### src/design/pdsr_pkg.sv
// Constants, ROM table and field helpers for the PLL divider and spread registers
// Overview of operation
// - Byte 12 holds CPU PLL feedback divider bits 7..0, read-write.
// - Byte 11 bits 7,6 hold CPU feedback bits 8,9; bits 5..0 reference divider.
// - VCO frequency is 14.318 MHz times (N plus 8) over (M plus 2).
// - At power-up divider and spread fields load from an internal ROM row.
// - Byte 15 bits 7 and 6 hold graphics feedback divider bits 8 and 9.
// - Byte 15 bits 5..0 hold the graphics PLL reference divider, read-write.
// - Byte 16 holds graphics feedback divider bits 7..0, completing the ten bits.
// - Byte 13 holds CPU spread setting bits 7..0, read-write.
// - Byte 14 bits 6..0 hold CPU spread bits 14..8; bit 7 reads zero.
// - Byte 17 holds graphics spread setting bits 7..0, read-write.
// - ROM divider values reach the PLLs at load; written ones only while the enable bit, reset zero, is set.
package pdsr_pkg;

    // ==================================================================
    // Register indexes
    localparam logic [7:0] IDX_PROG_EN = 8'h0A;
    localparam logic [7:0] IDX_CPU_DIV_HIGH = 8'h0B;
    localparam logic [7:0] IDX_CPU_FB_LOW = 8'h0C;
    localparam logic [7:0] IDX_CPU_SPREAD_LOW = 8'h0D;
    localparam logic [7:0] IDX_CPU_SPREAD_HIGH = 8'h0E;
    localparam logic [7:0] IDX_GFX_DIV_HIGH = 8'h0F;
    localparam logic [7:0] IDX_GFX_FB_LOW = 8'h10;
    localparam logic [7:0] IDX_GFX_SPREAD_LOW = 8'h11;

    // ==================================================================
    // Field layout and masks
    localparam int PROG_EN_BIT = 7;
    localparam int FB_BIT8_POS = 7;
    localparam int FB_BIT9_POS = 6;
    localparam logic [7:0] MASK_ALL = 8'hFF;
    localparam logic [7:0] MASK_NONE = 8'h00;
    localparam logic [7:0] MASK_PROG_EN = 8'h80;
    localparam logic [7:0] MASK_SPREAD_HIGH = 8'h7F;
    localparam logic [7:0] BYTE_ZERO = 8'h00;

    // ==================================================================
    // Frequency arithmetic
    localparam logic [13:0] REF_KHZ = 14'h37EE;
    localparam logic [10:0] FB_OFFSET = 11'h008;
    localparam logic [6:0] REF_OFFSET = 7'h02;
    localparam int VCO_W = 24;

    typedef enum logic {PDSR_LOAD = 1'b0, PDSR_RUN = 1'b1} pdsr_state_t;

    typedef struct packed {
        logic [7:0] cpuDivHigh;
        logic [7:0] cpuFbLow;
        logic [7:0] cpuSpreadLow;
        logic [7:0] cpuSpreadHigh;
        logic [7:0] gfxDivHigh;
        logic [7:0] gfxFbLow;
        logic [7:0] gfxSpreadLow;
    } pdsr_rom_t;

    // Power-up default rows, selected by the row strap
    function automatic pdsr_rom_t pdsrRomRow(input logic [1:0] sel);
        pdsr_rom_t row;
        row = '0;
        unique case (sel)
            2'h0: row = '{8'h4C, 8'hF0, 8'h10, 8'h03, 8'h4C, 8'hB0, 8'h20};
            2'h1: row = '{8'h8A, 8'h20, 8'h18, 8'h04, 8'h4C, 8'hC8, 8'h20};
            2'h2: row = '{8'hCB, 8'h40, 8'h00, 8'h00, 8'h0C, 8'h90, 8'h00};
            2'h3: row = '{8'h0E, 8'h60, 8'h24, 8'h05, 8'h8C, 8'h10, 8'h30};
        endcase
        return row;
    endfunction : pdsrRomRow

    // Ten-bit feedback divider from the high byte and the low byte
    function automatic logic [9:0] pdsrFbDiv(input logic [7:0] hi, input logic [7:0] lo);
        return {hi[FB_BIT9_POS], hi[FB_BIT8_POS], lo};
    endfunction : pdsrFbDiv

    // Writable bits of each index; zero marks an unmapped index
    function automatic logic [7:0] pdsrWrMask(input logic [7:0] idx);
        logic [7:0] m;
        m = MASK_NONE;
        if (idx == IDX_PROG_EN) begin
            m = MASK_PROG_EN;
        end else if (idx == IDX_CPU_SPREAD_HIGH) begin
            m = MASK_SPREAD_HIGH;
        end else if (idx >= IDX_CPU_DIV_HIGH && idx <= IDX_GFX_SPREAD_LOW) begin
            m = MASK_ALL;
        end
        return m;
    endfunction : pdsrWrMask

endpackage : pdsr_pkg

### src/design/pdsr_regs.sv
// Divider and spread register file with ROM defaults and applied PLL settings
`timescale 1ns/1ps
module pdsr_regs
    import pdsr_pkg::*;
(
    input wire logic ref_clk,
    input wire logic reset,
    input wire logic [1:0] romSel,
    input wire logic wrEn,
    input wire logic rdEn,
    input wire logic [7:0] regIndex,
    input wire logic [7:0] wrData,
    output logic [7:0] rdData,
    output logic progEnable,
    output logic [9:0] cpuFbDiv,
    output logic [5:0] cpuRefDiv,
    output logic [14:0] cpuSpread,
    output logic [9:0] gfxFbDiv,
    output logic [5:0] gfxRefDiv,
    output logic [7:0] gfxSpread,
    output logic [VCO_W-1:0] cpuVcoKhz,
    output logic [VCO_W-1:0] gfxVcoKhz,
    output logic vcoBusy
);

    pdsr_state_t state_r, state_nxt;
    pdsr_rom_t rom;
    logic progEn_r, progEn_nxt;
    logic [7:0] cpuDivHigh_r, cpuDivHigh_nxt, cpuFbLow_r, cpuFbLow_nxt;
    logic [7:0] cpuSpreadLow_r, cpuSpreadLow_nxt, cpuSpreadHigh_r, cpuSpreadHigh_nxt;
    logic [7:0] gfxDivHigh_r, gfxDivHigh_nxt, gfxFbLow_r, gfxFbLow_nxt;
    logic [7:0] gfxSpreadLow_r, gfxSpreadLow_nxt, rdData_r, rdData_nxt;
    logic [7:0] wrMask, wrBits;
    logic [9:0] cpuFb_r, cpuFb_nxt, gfxFb_r, gfxFb_nxt;
    logic [5:0] cpuRef_r, cpuRef_nxt, gfxRef_r, gfxRef_nxt;
    logic [14:0] cpuSpread_r, cpuSpread_nxt;
    logic [7:0] gfxSpread_r, gfxSpread_nxt;
    logic cpuStart_r, cpuStart_nxt, gfxStart_r, gfxStart_nxt;
    logic cpuBusy, gfxBusy, vcoBusy_r, vcoBusy_nxt;

    // Masked merge of a write into a stored byte
    function automatic logic [7:0] mergeByte(input logic [7:0] old, input logic [7:0] idx);
        return (idx == regIndex) ? ((old & ~wrMask) | wrBits) : old;
    endfunction : mergeByte

    // ==================================================================
    // Register file: ROM load, then bus writes
    always_comb begin
        rom = pdsrRomRow(romSel);
        wrMask = pdsrWrMask(regIndex);
        wrBits = wrData & wrMask;
        state_nxt = PDSR_RUN;
        progEn_nxt = progEn_r;
        cpuDivHigh_nxt = cpuDivHigh_r;
        cpuFbLow_nxt = cpuFbLow_r;
        cpuSpreadLow_nxt = cpuSpreadLow_r;
        cpuSpreadHigh_nxt = cpuSpreadHigh_r;
        gfxDivHigh_nxt = gfxDivHigh_r;
        gfxFbLow_nxt = gfxFbLow_r;
        gfxSpreadLow_nxt = gfxSpreadLow_r;
        unique case (state_r)
            PDSR_LOAD: begin
                cpuDivHigh_nxt = rom.cpuDivHigh;
                cpuFbLow_nxt = rom.cpuFbLow;
                cpuSpreadLow_nxt = rom.cpuSpreadLow;
                cpuSpreadHigh_nxt = rom.cpuSpreadHigh & MASK_SPREAD_HIGH;
                gfxDivHigh_nxt = rom.gfxDivHigh;
                gfxFbLow_nxt = rom.gfxFbLow;
                gfxSpreadLow_nxt = rom.gfxSpreadLow;
            end
            PDSR_RUN: begin
                if (wrEn) begin
                    progEn_nxt = (regIndex == IDX_PROG_EN) ?
                        wrData[PROG_EN_BIT] : progEn_r;
                    cpuDivHigh_nxt = mergeByte(cpuDivHigh_r, IDX_CPU_DIV_HIGH);
                    cpuFbLow_nxt = mergeByte(cpuFbLow_r, IDX_CPU_FB_LOW);
                    cpuSpreadLow_nxt = mergeByte(cpuSpreadLow_r, IDX_CPU_SPREAD_LOW);
                    cpuSpreadHigh_nxt = mergeByte(cpuSpreadHigh_r, IDX_CPU_SPREAD_HIGH);
                    gfxDivHigh_nxt = mergeByte(gfxDivHigh_r, IDX_GFX_DIV_HIGH);
                    gfxFbLow_nxt = mergeByte(gfxFbLow_r, IDX_GFX_FB_LOW);
                    gfxSpreadLow_nxt = mergeByte(gfxSpreadLow_r, IDX_GFX_SPREAD_LOW);
                end
            end
        endcase
    end

    // ==================================================================
    // Read path, one cycle after the request
    always_comb begin
        rdData_nxt = rdData_r;
        if (rdEn) begin
            unique case (regIndex)
                IDX_PROG_EN: rdData_nxt = {progEn_r, 7'h00};
                IDX_CPU_DIV_HIGH: rdData_nxt = cpuDivHigh_r;
                IDX_CPU_FB_LOW: rdData_nxt = cpuFbLow_r;
                IDX_CPU_SPREAD_LOW: rdData_nxt = cpuSpreadLow_r;
                IDX_CPU_SPREAD_HIGH: rdData_nxt = cpuSpreadHigh_r & MASK_SPREAD_HIGH;
                IDX_GFX_DIV_HIGH: rdData_nxt = gfxDivHigh_r;
                IDX_GFX_FB_LOW: rdData_nxt = gfxFbLow_r;
                IDX_GFX_SPREAD_LOW: rdData_nxt = gfxSpreadLow_r;
                default: rdData_nxt = BYTE_ZERO;
            endcase
        end
    end

    // ==================================================================
    // Settings applied to the PLLs
    always_comb begin
        cpuFb_nxt = cpuFb_r;
        cpuRef_nxt = cpuRef_r;
        gfxFb_nxt = gfxFb_r;
        gfxRef_nxt = gfxRef_r;
        cpuSpread_nxt = {cpuSpreadHigh_r[6:0], cpuSpreadLow_r};
        gfxSpread_nxt = gfxSpreadLow_r;
        if (state_r == PDSR_RUN && progEn_r) begin
            cpuFb_nxt = pdsrFbDiv(cpuDivHigh_r, cpuFbLow_r);
            cpuRef_nxt = cpuDivHigh_r[5:0];
            gfxFb_nxt = pdsrFbDiv(gfxDivHigh_r, gfxFbLow_r);
            gfxRef_nxt = gfxDivHigh_r[5:0];
        end else if (state_r == PDSR_LOAD) begin
            cpuFb_nxt = pdsrFbDiv(rom.cpuDivHigh, rom.cpuFbLow);
            cpuRef_nxt = rom.cpuDivHigh[5:0];
            gfxFb_nxt = pdsrFbDiv(rom.gfxDivHigh, rom.gfxFbLow);
            gfxRef_nxt = rom.gfxDivHigh[5:0];
        end
        cpuStart_nxt = (cpuFb_nxt != cpuFb_r) || (cpuRef_nxt != cpuRef_r) || state_r == PDSR_LOAD;
        gfxStart_nxt = (gfxFb_nxt != gfxFb_r) || (gfxRef_nxt != gfxRef_r) || state_r == PDSR_LOAD;
        // Pending starts count as busy so the flag has no gap before the divide runs
        vcoBusy_nxt = cpuStart_nxt || gfxStart_nxt || cpuStart_r || gfxStart_r || cpuBusy || gfxBusy;
    end

    always_ff @(posedge ref_clk) begin
        if (reset) begin
            state_r <= PDSR_LOAD;
            progEn_r <= 1'b0;
            cpuDivHigh_r <= BYTE_ZERO;
            cpuFbLow_r <= BYTE_ZERO;
            cpuSpreadLow_r <= BYTE_ZERO;
            cpuSpreadHigh_r <= BYTE_ZERO;
            gfxDivHigh_r <= BYTE_ZERO;
            gfxFbLow_r <= BYTE_ZERO;
            gfxSpreadLow_r <= BYTE_ZERO;
            rdData_r <= BYTE_ZERO;
            cpuFb_r <= '0;
            cpuRef_r <= '0;
            gfxFb_r <= '0;
            gfxRef_r <= '0;
            cpuSpread_r <= '0;
            gfxSpread_r <= BYTE_ZERO;
            cpuStart_r <= 1'b0;
            gfxStart_r <= 1'b0;
            vcoBusy_r <= 1'b0;
        end else begin
            state_r <= state_nxt;
            progEn_r <= progEn_nxt;
            cpuDivHigh_r <= cpuDivHigh_nxt;
            cpuFbLow_r <= cpuFbLow_nxt;
            cpuSpreadLow_r <= cpuSpreadLow_nxt;
            cpuSpreadHigh_r <= cpuSpreadHigh_nxt;
            gfxDivHigh_r <= gfxDivHigh_nxt;
            gfxFbLow_r <= gfxFbLow_nxt;
            gfxSpreadLow_r <= gfxSpreadLow_nxt;
            rdData_r <= rdData_nxt;
            cpuFb_r <= cpuFb_nxt;
            cpuRef_r <= cpuRef_nxt;
            gfxFb_r <= gfxFb_nxt;
            gfxRef_r <= gfxRef_nxt;
            cpuSpread_r <= cpuSpread_nxt;
            gfxSpread_r <= gfxSpread_nxt;
            cpuStart_r <= cpuStart_nxt;
            gfxStart_r <= gfxStart_nxt;
            vcoBusy_r <= vcoBusy_nxt;
        end
    end

    // ==================================================================
    // Frequency calculators
    pdsr_vco_calc u_cpu_calc (
        .ref_clk(ref_clk),
        .reset(reset),
        .start(cpuStart_r),
        .fbDiv(cpuFb_r),
        .refDiv(cpuRef_r),
        .vcoKhz(cpuVcoKhz),
        .busy(cpuBusy)
    );

    pdsr_vco_calc u_gfx_calc (
        .ref_clk(ref_clk),
        .reset(reset),
        .start(gfxStart_r),
        .fbDiv(gfxFb_r),
        .refDiv(gfxRef_r),
        .vcoKhz(gfxVcoKhz),
        .busy(gfxBusy)
    );

    assign rdData = rdData_r;
    assign progEnable = progEn_r;
    assign cpuFbDiv = cpuFb_r;
    assign cpuRefDiv = cpuRef_r;
    assign cpuSpread = cpuSpread_r;
    assign gfxFbDiv = gfxFb_r;
    assign gfxRefDiv = gfxRef_r;
    assign gfxSpread = gfxSpread_r;
    assign vcoBusy = vcoBusy_r;
endmodule : pdsr_regs

### src/design/pdsr_vco_calc.sv
// Sequential divider that turns the applied dividers into a VCO frequency in kHz
`timescale 1ns/1ps
module pdsr_vco_calc
    import pdsr_pkg::*;
(
    input wire logic ref_clk,
    input wire logic reset,
    input wire logic start,
    input wire logic [9:0] fbDiv,
    input wire logic [5:0] refDiv,
    output logic [VCO_W-1:0] vcoKhz,
    output logic busy
);

    logic [VCO_W-1:0] num_r, num_nxt, quo_r, quo_nxt, vco_r, vco_nxt;
    logic [7:0] rem_r, rem_nxt, trial;
    logic [6:0] den_r, den_nxt;
    logic [4:0] cnt_r, cnt_nxt;
    logic busy_r, busy_nxt;

    // ==================================================================
    // One quotient bit per cycle, restoring division
    always_comb begin
        num_nxt = num_r;
        quo_nxt = quo_r;
        rem_nxt = rem_r;
        den_nxt = den_r;
        cnt_nxt = cnt_r;
        busy_nxt = busy_r;
        vco_nxt = vco_r;
        trial = {rem_r[6:0], num_r[VCO_W-1]};
        if (start) begin
            num_nxt = VCO_W'(REF_KHZ) * VCO_W'({1'b0, fbDiv} + FB_OFFSET);
            den_nxt = {1'b0, refDiv} + REF_OFFSET;
            rem_nxt = BYTE_ZERO;
            quo_nxt = '0;
            cnt_nxt = 5'(VCO_W);
            busy_nxt = 1'b1;
        end else if (busy_r) begin
            num_nxt = {num_r[VCO_W-2:0], 1'b0};
            if (trial >= {1'b0, den_r}) begin
                rem_nxt = trial - {1'b0, den_r};
                quo_nxt = {quo_r[VCO_W-2:0], 1'b1};
            end else begin
                rem_nxt = trial;
                quo_nxt = {quo_r[VCO_W-2:0], 1'b0};
            end
            cnt_nxt = cnt_r - 5'h01;
            if (cnt_r == 5'h01) begin
                busy_nxt = 1'b0;
                vco_nxt = quo_nxt;
            end
        end
    end

    always_ff @(posedge ref_clk) begin
        if (reset) begin
            num_r <= '0;
            quo_r <= '0;
            rem_r <= BYTE_ZERO;
            den_r <= REF_OFFSET;
            cnt_r <= 5'h00;
            busy_r <= 1'b0;
            vco_r <= '0;
        end else begin
            num_r <= num_nxt;
            quo_r <= quo_nxt;
            rem_r <= rem_nxt;
            den_r <= den_nxt;
            cnt_r <= cnt_nxt;
            busy_r <= busy_nxt;
            vco_r <= vco_nxt;
        end
    end

    assign vcoKhz = vco_r;
    assign busy = busy_r;

    // ==================================================================
    // Checks
    logic [31:0] chkNum_r, chkDen_r;
    always_ff @(posedge ref_clk) begin
        if (start) begin
            chkNum_r <= 32'(REF_KHZ) * 32'({1'b0, fbDiv} + FB_OFFSET);
            chkDen_r <= 32'({1'b0, refDiv} + REF_OFFSET);
        end
    end
endmodule : pdsr_vco_calc

### config.mk
export PLATFORM = sky130hd
export DESIGN_NAME = pdsr_regs
export DESIGN_NICKNAME = d
export VERILOG_FILES = /design/src/design/pdsr_pkg.sv /design/src/design/pdsr_regs.sv /design/src/design/pdsr_vco_calc.sv
export SDC_FILE = /design/constraint.sdc
export NUM_CORES = 1
export LEC_CHECK = 0
export BUFFER_PORTS_ARGS = -buffer_cell sky130_fd_sc_hd__buf_2
export CAP_MARGIN = 0
export CORE_ASPECT_RATIO = 0.7
export CORE_MARGIN = 4
export CORE_UTILIZATION = 31
export CTS_BUF_LIST = sky130_fd_sc_hd__clkbuf_16
export DETAILED_ROUTE_END_ITERATION = 16
export GPL_TIMING_DRIVEN = 1
export MAX_ROUTING_LAYER = met4
export PLACE_DENSITY = 0.58
export SLEW_MARGIN = 20
export SYNTH_ARGS = -nofsm -noshare
export SYNTH_HDL_FRONTEND = slang
export SYNTH_SLANG_ARGS = --single-unit
### constraint.sdc
create_clock -name ref_clk -period 6.9 [get_ports ref_clk]
set_input_delay 0 -clock ref_clk [delete_from_list [all_inputs] [get_ports ref_clk]]
set_output_delay 0 -clock ref_clk [all_outputs]
set_load 0.03 [all_outputs]
==> summary.md, run 1 <==
| Metric | Value |
|---|---|
| CP Cell Sequence | `ha_1, nand2_1, or2_2, xnor2_1, inv_1, fa_1, inv_1, fa_1, fa_1, fa_1, fa_1, inv_1, ha_1, and3_1, o21ai_0, o21ai_1, a41oi_1, or4_1, nand3_1` |
| CP arrival | `6.92 ns` |
| P per Cell Area | `293 mW/mm^2` |
| Post-route DRC | `0` |
| Hold buffer count at cts | `8` |
| Crit-path max cell delay | `0.63 ns` |
| Setup WS pre-CTS | `0.497 ns` |
| Number of routed nets with antenna violations | `0` |
| Mapped Area | `0.0199 mm^2` |
| Asr flop ratio synth | `0` |
| Xor/xnor share of the synthesized area | `0.0335` |
| Buf/Inv on CP | `3` |
| Final wirelength | `55.4 mm` |
| Setup violations, final | `0` |
| Core area | `0.0633 mm^2` |
| Placed inst area | `0.0212 mm^2` |
| Fin cells | `3,144` |
| Global-route wire length before repair | `88.5 mm` |
| Initial core utilization | `0.314` |
| Die Footprint | `0.0683 mm^2` |
| Largest family of logic cells by synthesized area | `adder cells` |
| Final Max Slew Viols | `0` |
| Post-layout instance area | `0.0224 mm^2` |
| Initial antenna violation count | `1` |
| Setup TNS | `0 ns` |
| Actual slew at the worst max-slew pin | `1.02 ns` |
| Multiplexer share of the synthesized area | `0.0771` |
| Worst-path clk slew | `0.06 ns` |
| Tcrit/Tclk final | `0.933` |
| CTS sink cnt | `303` |
| Crit path max-delay family | `adder cells` |
| Pin count of the biggest net entering global routing | `92` |
| Vias in the first global route | `15,500` |
| Sequential area share after synthesis | `0.305` |
| Minimum clock period | `6.44 ns` |
| I/O Pins | `135` |
| Critical-path top delay cell | `fa_1` |
| Yosys cell types | `85` |
| Buffers added on ports | `134` |
| Share of cells above drive strength 1 | `0.113` |
| Iter 0 DRT Violations | `1,271` |
| CTS Root Cell | `clkbuf_16` |
| CP endpoint kind | `flip-flop` |
| Crit Path Category | `reg2reg` |
| Clk_lat worst skew | `0.54 ns` |
| Post-CTS Resized | `0` |
| Die width | `311 um` |
| Most frequent CP cell | `fa_1` |
| Commonest non-fill, non-tap cell in the layout | `dfxtp_1` |
| Vias/cell | `5.05` |
| Max Fclk | `0.155 GHz` |
| Worst hold path type | `in2reg` |
| Max Buffers Root-to-Sink | `3` |
| Final Skew | `0.0160 ns` |
| Final hold viol count | `0` |
| Number of flops mapped to enable cells by yosys | `0` |
| Row count | `77` |
| Grt ovf | `0` |
| Gpl congestion | `0.921` |
| Syn Nets | `2,512` |
| Postcts setup bufs | `0` |
| Post-synthesis simple-gate area fraction | `0.133` |
| Post-synthesis adder-cell area fraction | `0.227` |
| Post-layout util | `0.354` |
| Leak | `0.00954 uW` |
| Max cap viols | `0` |
| Slew HR | `0.321` |
| H-tree levels | `2` |
| DP HPWL | `41.5 mm` |
| Main synth FF type | `dfxtp_1` |
| Synth Warn # | `0` |
| CTS Buf Count | `35` |
| Run status | `finished clean` |
| Max FO, Critical Path | `10` |
| CP required | `7.38 ns` |
| GRT Util Overall | `0.165` |
| Avg Cell Area, Syn | `9.01 um^2` |
| Worst Slack Setup Final | `0.460 ns` |
| CTS tree | `yes` |
| Gate count of the mapped netlist | `2,206` |
| Total number of vias | `15,900` |
| RSZ-0062 raised after global routing | `false` |
| Post-Place Cells | `3,072` |
| CP startpoint kind | `flip-flop` |
| Final layout net count | `2,594` |
| Die height | `220 um` |
| Area grow syn2layout | `12.8%` |
| DRT Pass-1 Iters | `6` |
| Routed length per placed instance | `17.6 um` |
| Max rail drop VDD | `0.159 mV` |
| Synth Register Bits | `303` |
| Most frequent cells in the layout | `dfxtp_1, inv_1, nor2_1` |
| Post-synthesis compound-gate area fraction | `0.149` |
==> per-layer routing <==
layer / wire (um) / GRT usage / vias to the layer above
li1: - / - / 7691
met1: 28200 / 0.238 / 7660
met2: 22300 / 0.235 / 453
met3: 4000 / 0.0389 / 64
met4: 873 / 0.0337 / 0
met5: 0 / - / -
==> state kept, by name, summed over array words and instances (netlist names), 5 cells and up, named ones only <==
signal	flops
u_cpu_calc.num_r	23
gfxDivHigh_r	6
gfxRefDiv	6
u_cpu_calc.vcoKhz	24
u_gfx_calc.num_r	23
u_gfx_calc.den_r	7
u_gfx_calc.rem_r	7
u_cpu_calc.den_r	7
u_cpu_calc.cnt_r	5
u_gfx_calc.cnt_r	5
u_gfx_calc.vcoKhz	24
gfxSpread	8
cpuFbDiv	10
u_cpu_calc.rem_r	7
cpuSpread	15
rdData	8
u_gfx_calc.quo_r	23
cpuRefDiv	6
u_cpu_calc.quo_r	23
gfxSpreadLow_r	6
gfxFbDiv	10
==> per-stage QoR <==
stage               total power (uW)  hold slack [ns]
finish                          6570           0.0555
global route                    7080           0.0503
CTS                             6640          0.00188
detailed placement              4770            0.283
global placement                4750            0.283
floorplan                       4080            0.136
==> synthesized netlist by cell type, drive strengths merged, types with 9 or more instances <==
master	n	share of area
nor2b	47	0.015
dfxtp	303	0.31
a21oi	155	0.039
a31oi	35	0.011
o211ai	13	0.0049
mux2i	116	0.058
a222oi	9	0.0045
nand2	165	0.031
nor3	33	0.0088
xnor2	50	0.022
nand2b	9	0.0028
mux2	19	0.011
a21o	21	0.0079
o21ai	57	0.015
and3	11	0.0035
clkbuf	71	0.013
buf	41	0.0096
nand3	27	0.0068
or3	10	0.0031
nor2	215	0.041
a211oi	52	0.020
o21a	10	0.0038
a2bb2oi	9	0.0040
fa	128	0.13
ha	156	0.098
xor2	26	0.011
inv	270	0.051
==> worst register-to-register path, delay by kind of cell, from the launching register on <==
kind / cells / cell delay [ns]
simple gates: 5 / 1.16
compound gates: 3 / 0.70
buf+inv: 3 / 0.35
flops: 1 / 0.51
xor+xnor: 1 / 0.29
fa+ha+maj: 7 / 3.38
==> cell type report <==
cell class / instances / area [um^2]
timing repair buffer: 157 / 870
antenna: 2 / 5.00
inverter: 271 / 1020
sequential: 303 / 6070
multi-input combinational: 1520 / 12300
tap: 829 / 1040
fill: 6428 / 40900
clock buffer: 35 / 876
clock inverter: 27 / 210
==> final timing paths <==
| check | depth (start not counted) | from | slack [ns] | endpoint |
|---|---|---|---|---|
| setup / recovery | 19 | cpuFbDiv[4] | 0.46 | u_cpu_calc.num_r[19] |
| hold / removal | 4 | regIndex[2] | 0.06 | progEnable |
| setup reg to reg | 19 | cpuFbDiv[4] | 0.46 | u_cpu_calc.num_r[19] |
| hold reg to reg | 2 | u_cpu_calc.vcoKhz[15] | 0.45 | u_cpu_calc.vcoKhz[15] |
==> where the power goes <==
part           leakage (uW)  switching [uW]  internal [uW]
Clock              0.000551             786           1010
Combinational       0.00652            1720           1120
Sequential          0.00247            90.4           1840
Total               0.00954            2600           3980
==> logic make-up (layout without fill, tap and decap cells) <==
group	Yosys count	count (layout)
flops	303	303
simple gates	571	571
mux	142	142
fa+ha+maj	284	284
buf+inv	383	490
other cells	0	2
xor+xnor	76	76
compound gates	447	447
(Power assumes the default switching activity.)
==> inputs of run 2 (changes only) <==
--- a/config.mk
+++ b/config.mk
@@ -6,4 +6,5 @@
 export NUM_CORES = 1
 export LEC_CHECK = 0
+export ABC_CLOCK_PERIOD_IN_PS = 6900
 export BUFFER_PORTS_ARGS = -buffer_cell sky130_fd_sc_hd__buf_2
 export CAP_MARGIN = 0
==> constraint.sdc (replaced) <==
create_clock -name ref_clk -period 6.9 [get_ports ref_clk]
set_input_delay 0.345 -clock ref_clk [delete_from_list [all_inputs] [get_ports ref_clk]]
set_output_delay 0.345 -clock ref_clk [all_outputs]
set_load 0.03 [all_outputs]
==> run 2 against run 1 <==
Sequential power about the same; die area is the same; power barely moved; critical path depth stayed put; global-route usage barely moved; fmax is 0.33% higher; sequential cell count did not move; clock power hardly changed; combinational power about the same; critical path type unchanged.
==> summary.md, run 2 (synthesized netlist as in run 1, its figures left out) <==
| Metric | Value |
|---|---|
| Run status | `finished clean` |
| Worst-path clk slew | `0.06 ns (about the same)` |
| P per Cell Area | `294 mW/mm^2 (+0.35%)` |
| Routed length per placed instance | `17.6 um (about the same)` |
| Max rail drop VDD | `0.160 mV (+0.61%)` |
| DP HPWL | `41.5 mm (unchanged)` |
| CTS sink cnt | `303 (unchanged)` |
| Crit path max-delay family | `adder cells` |
| Final Hold Slack | `0.0881 ns (+0.0325 ns)` |
| Gpl congestion | `0.921 (unchanged)` |
| GRT Util Overall | `0.165 (-0.000185)` |
| Most frequent CP cell | `fa_1` |
| Commonest non-fill, non-tap cell in the layout | `dfxtp_1` |
| Max cap viols | `0 (unchanged)` |
| Setup violations, final | `0 (unchanged)` |
| Crit-path max cell delay | `0.69 ns (+0.06 ns)` |
| Grt ovf | `0 (unchanged)` |
| Critical-path top delay cell | `fa_1` |
| Minimum clock period | `6.42 ns (-0.0213 ns)` |
| Hold path start | `wrData[7]` |
| Hold path depth | `3 (-1)` |
| Global-route wire length before repair | `88.3 mm (-0.18%)` |
| Final Max Slew Viols | `0 (unchanged)` |
| Buffers added on ports | `134 (unchanged)` |
| Hold Path End | `progEnable` |
| Total power | `6570 uW (about the same)` |
| Die height | `220 um (unchanged)` |
| Post-Place Cells | `3,072 (unchanged)` |
| Hold buffer count at cts | `0 (-8)` |
| Setup WS pre-CTS | `0.497 ns (unchanged)` |
| Setup TNS | `0 ns (unchanged)` |
| Clk_lat worst skew | `0.54 ns (about the same)` |
| RSZ-0062 raised after global routing | `false` |
| Total number of vias | `15,800 (-0.55%)` |
| Die width | `311 um (unchanged)` |
| Core area | `0.0633 mm^2 (unchanged)` |
| Final layout net count | `2,586 (-0.31%)` |
| Final Skew | `0.0151 ns (-0.000855 ns)` |
| Initial antenna violation count | `1 (unchanged)` |
| R2R cell count | `19 (unchanged)` |
| CP endpoint kind | `flip-flop` |
| Most frequent cells in the layout | `dfxtp_1, inv_1, nor2_1` |
| CP required | `7.34 ns (-0.04 ns)` |
| Final hold viol count | `0 (unchanged)` |
| Final wirelength | `55.3 mm (-0.19%)` |
| Vias in the first global route | `15,500 (-0.29%)` |
| CTS Buf Count | `35 (unchanged)` |
| Reg2reg start | `cpuFbDiv[4]` |
| Buf/Inv on CP | `4 (+1)` |
| Vias/cell | `5.03 (-0.29%)` |
| Max Fclk | `0.156 GHz (+0.33%)` |
| Max FO, Critical Path | `10 (unchanged)` |
| Number of routed nets with antenna violations | `0 (unchanged)` |
| Leak | `0.00950 uW (-0.35%)` |
| I/O Pins | `135 (unchanged)` |
| Crit Path Category | `reg2reg` |
| Pin count of the biggest net entering global routing | `92 (unchanged)` |
| CTS tree | `yes` |
| CP startpoint kind | `flip-flop` |
| Post-route DRC | `0 (unchanged)` |
| Tcrit/Tclk final | `0.930 (-0.00309)` |
| Max Buffers Root-to-Sink | `3 (unchanged)` |
| Share of cells above drive strength 1 | `0.114 (+0.000393)` |
| Die Footprint | `0.0683 mm^2 (unchanged)` |
| H-tree levels | `2 (unchanged)` |
| Area grow syn2layout | `12.4%` |
| CP Cell Sequence | `ha_1, nand3_1, xnor2_1, inv_1, fa_1, inv_1, fa_1, fa_1, inv_1, fa_1, fa_1, inv_1, ha_1, a211oi_2, o21bai_1, a21oi_1, a21oi_1, o311a_2, a2111oi_2` |
| R2R setup slack | `0.48 ns (+0.02 ns)` |
| Post-CTS Resized | `0 (unchanged)` |
| Worst hold path type | `in2reg` |
| Actual slew at the worst max-slew pin | `1.02 ns (+0.00220 ns)` |
| DRT Pass-1 Iters | `5 (-1)` |
| Iter 0 DRT Violations | `1,197 (-5.8%)` |
| Fin cells | `3,136 (-0.25%)` |
| Slew HR | `0.319 (-0.00146)` |
| Worst Slack Setup Final | `0.481 ns (+0.0213 ns)` |
| Postcts setup bufs | `0 (unchanged)` |
| Row count | `77 (unchanged)` |
| CP arrival | `6.86 ns (-0.06 ns)` |
| Initial core utilization | `0.314 (unchanged)` |
| CTS Root Cell | `clkbuf_16` |
| FF-to-FF End | `u_cpu_calc.num_r[18]` |
| Filler Cells Inserted | `6,435 (+0.11%)` |
run 2: through the flow:
step           utilization  instance area, um^2
2_1_floorplan            -                19900
3_3_place_gp         0.336                21200
3_5_place_dp         0.336                21200
4_1_cts              0.353                22300
5_1_grt              0.353                22300
6_report             0.353                22300
run 2: cell type report:
cell class / instances / area (um^2) / area share
antenna: 2 / 5.00 / 0.000224
inverter: 271 / 1020 / 0.0455
multi-input combinational: 1520 / 12300 / 0.552
timing repair buffer: 149 / 790 / 0.0353
sequential: 303 / 6070 / 0.272
clock inverter: 27 / 210 / 0.00941
tap: 829 / 1040 / 0.0464
clock buffer: 35 / 876 / 0.0392
run 2: power breakdown:
part / internal, uW / leakage (uW) / switching (uW)
clock network: 1010 / 0.000551 / 783
logic: 1120 / 0.00648 / 1720
registers: 1840 / 0.00247 / 90.7
total: 3970 / 0.00950 / 2600
run 2: routing by layer:
layer / part of all wire / GRT usage
met5: 0 / -
met4: 0.017 / 0.0337
met3: 0.073 / 0.0387
met2: 0.40 / 0.235
met1: 0.51 / 0.238
run 2: worst reg2reg max path: cells and delay by family (launching register included):
family | cells | cell delay, ns
adders and majority gates | 7 | 3.44
AOI/OAI and AO/OA | 6 | 1.56
DFF | 1 | 0.51
xor gates and xnor gates | 1 | 0.36
buffers and inverters | 4 | 0.36
and+or+nand+nor | 1 | 0.11
run 2: how the worst max path moves through the flow:
stage,cells after the start,startpoint,endpoint
2_1_floorplan,19,cpuFbDiv[5],u_cpu_calc.num_r[18]
3_3_place_gp,19,cpuFbDiv[4],u_cpu_calc.num_r[18]
3_5_place_dp,19,cpuFbDiv[4],u_cpu_calc.num_r[18]
4_1_cts,19,cpuFbDiv[4],u_cpu_calc.num_r[18]
5_1_grt,19,cpuFbDiv[4],u_cpu_calc.num_r[18]
6_report,19,cpuFbDiv[4],u_cpu_calc.num_r[18]
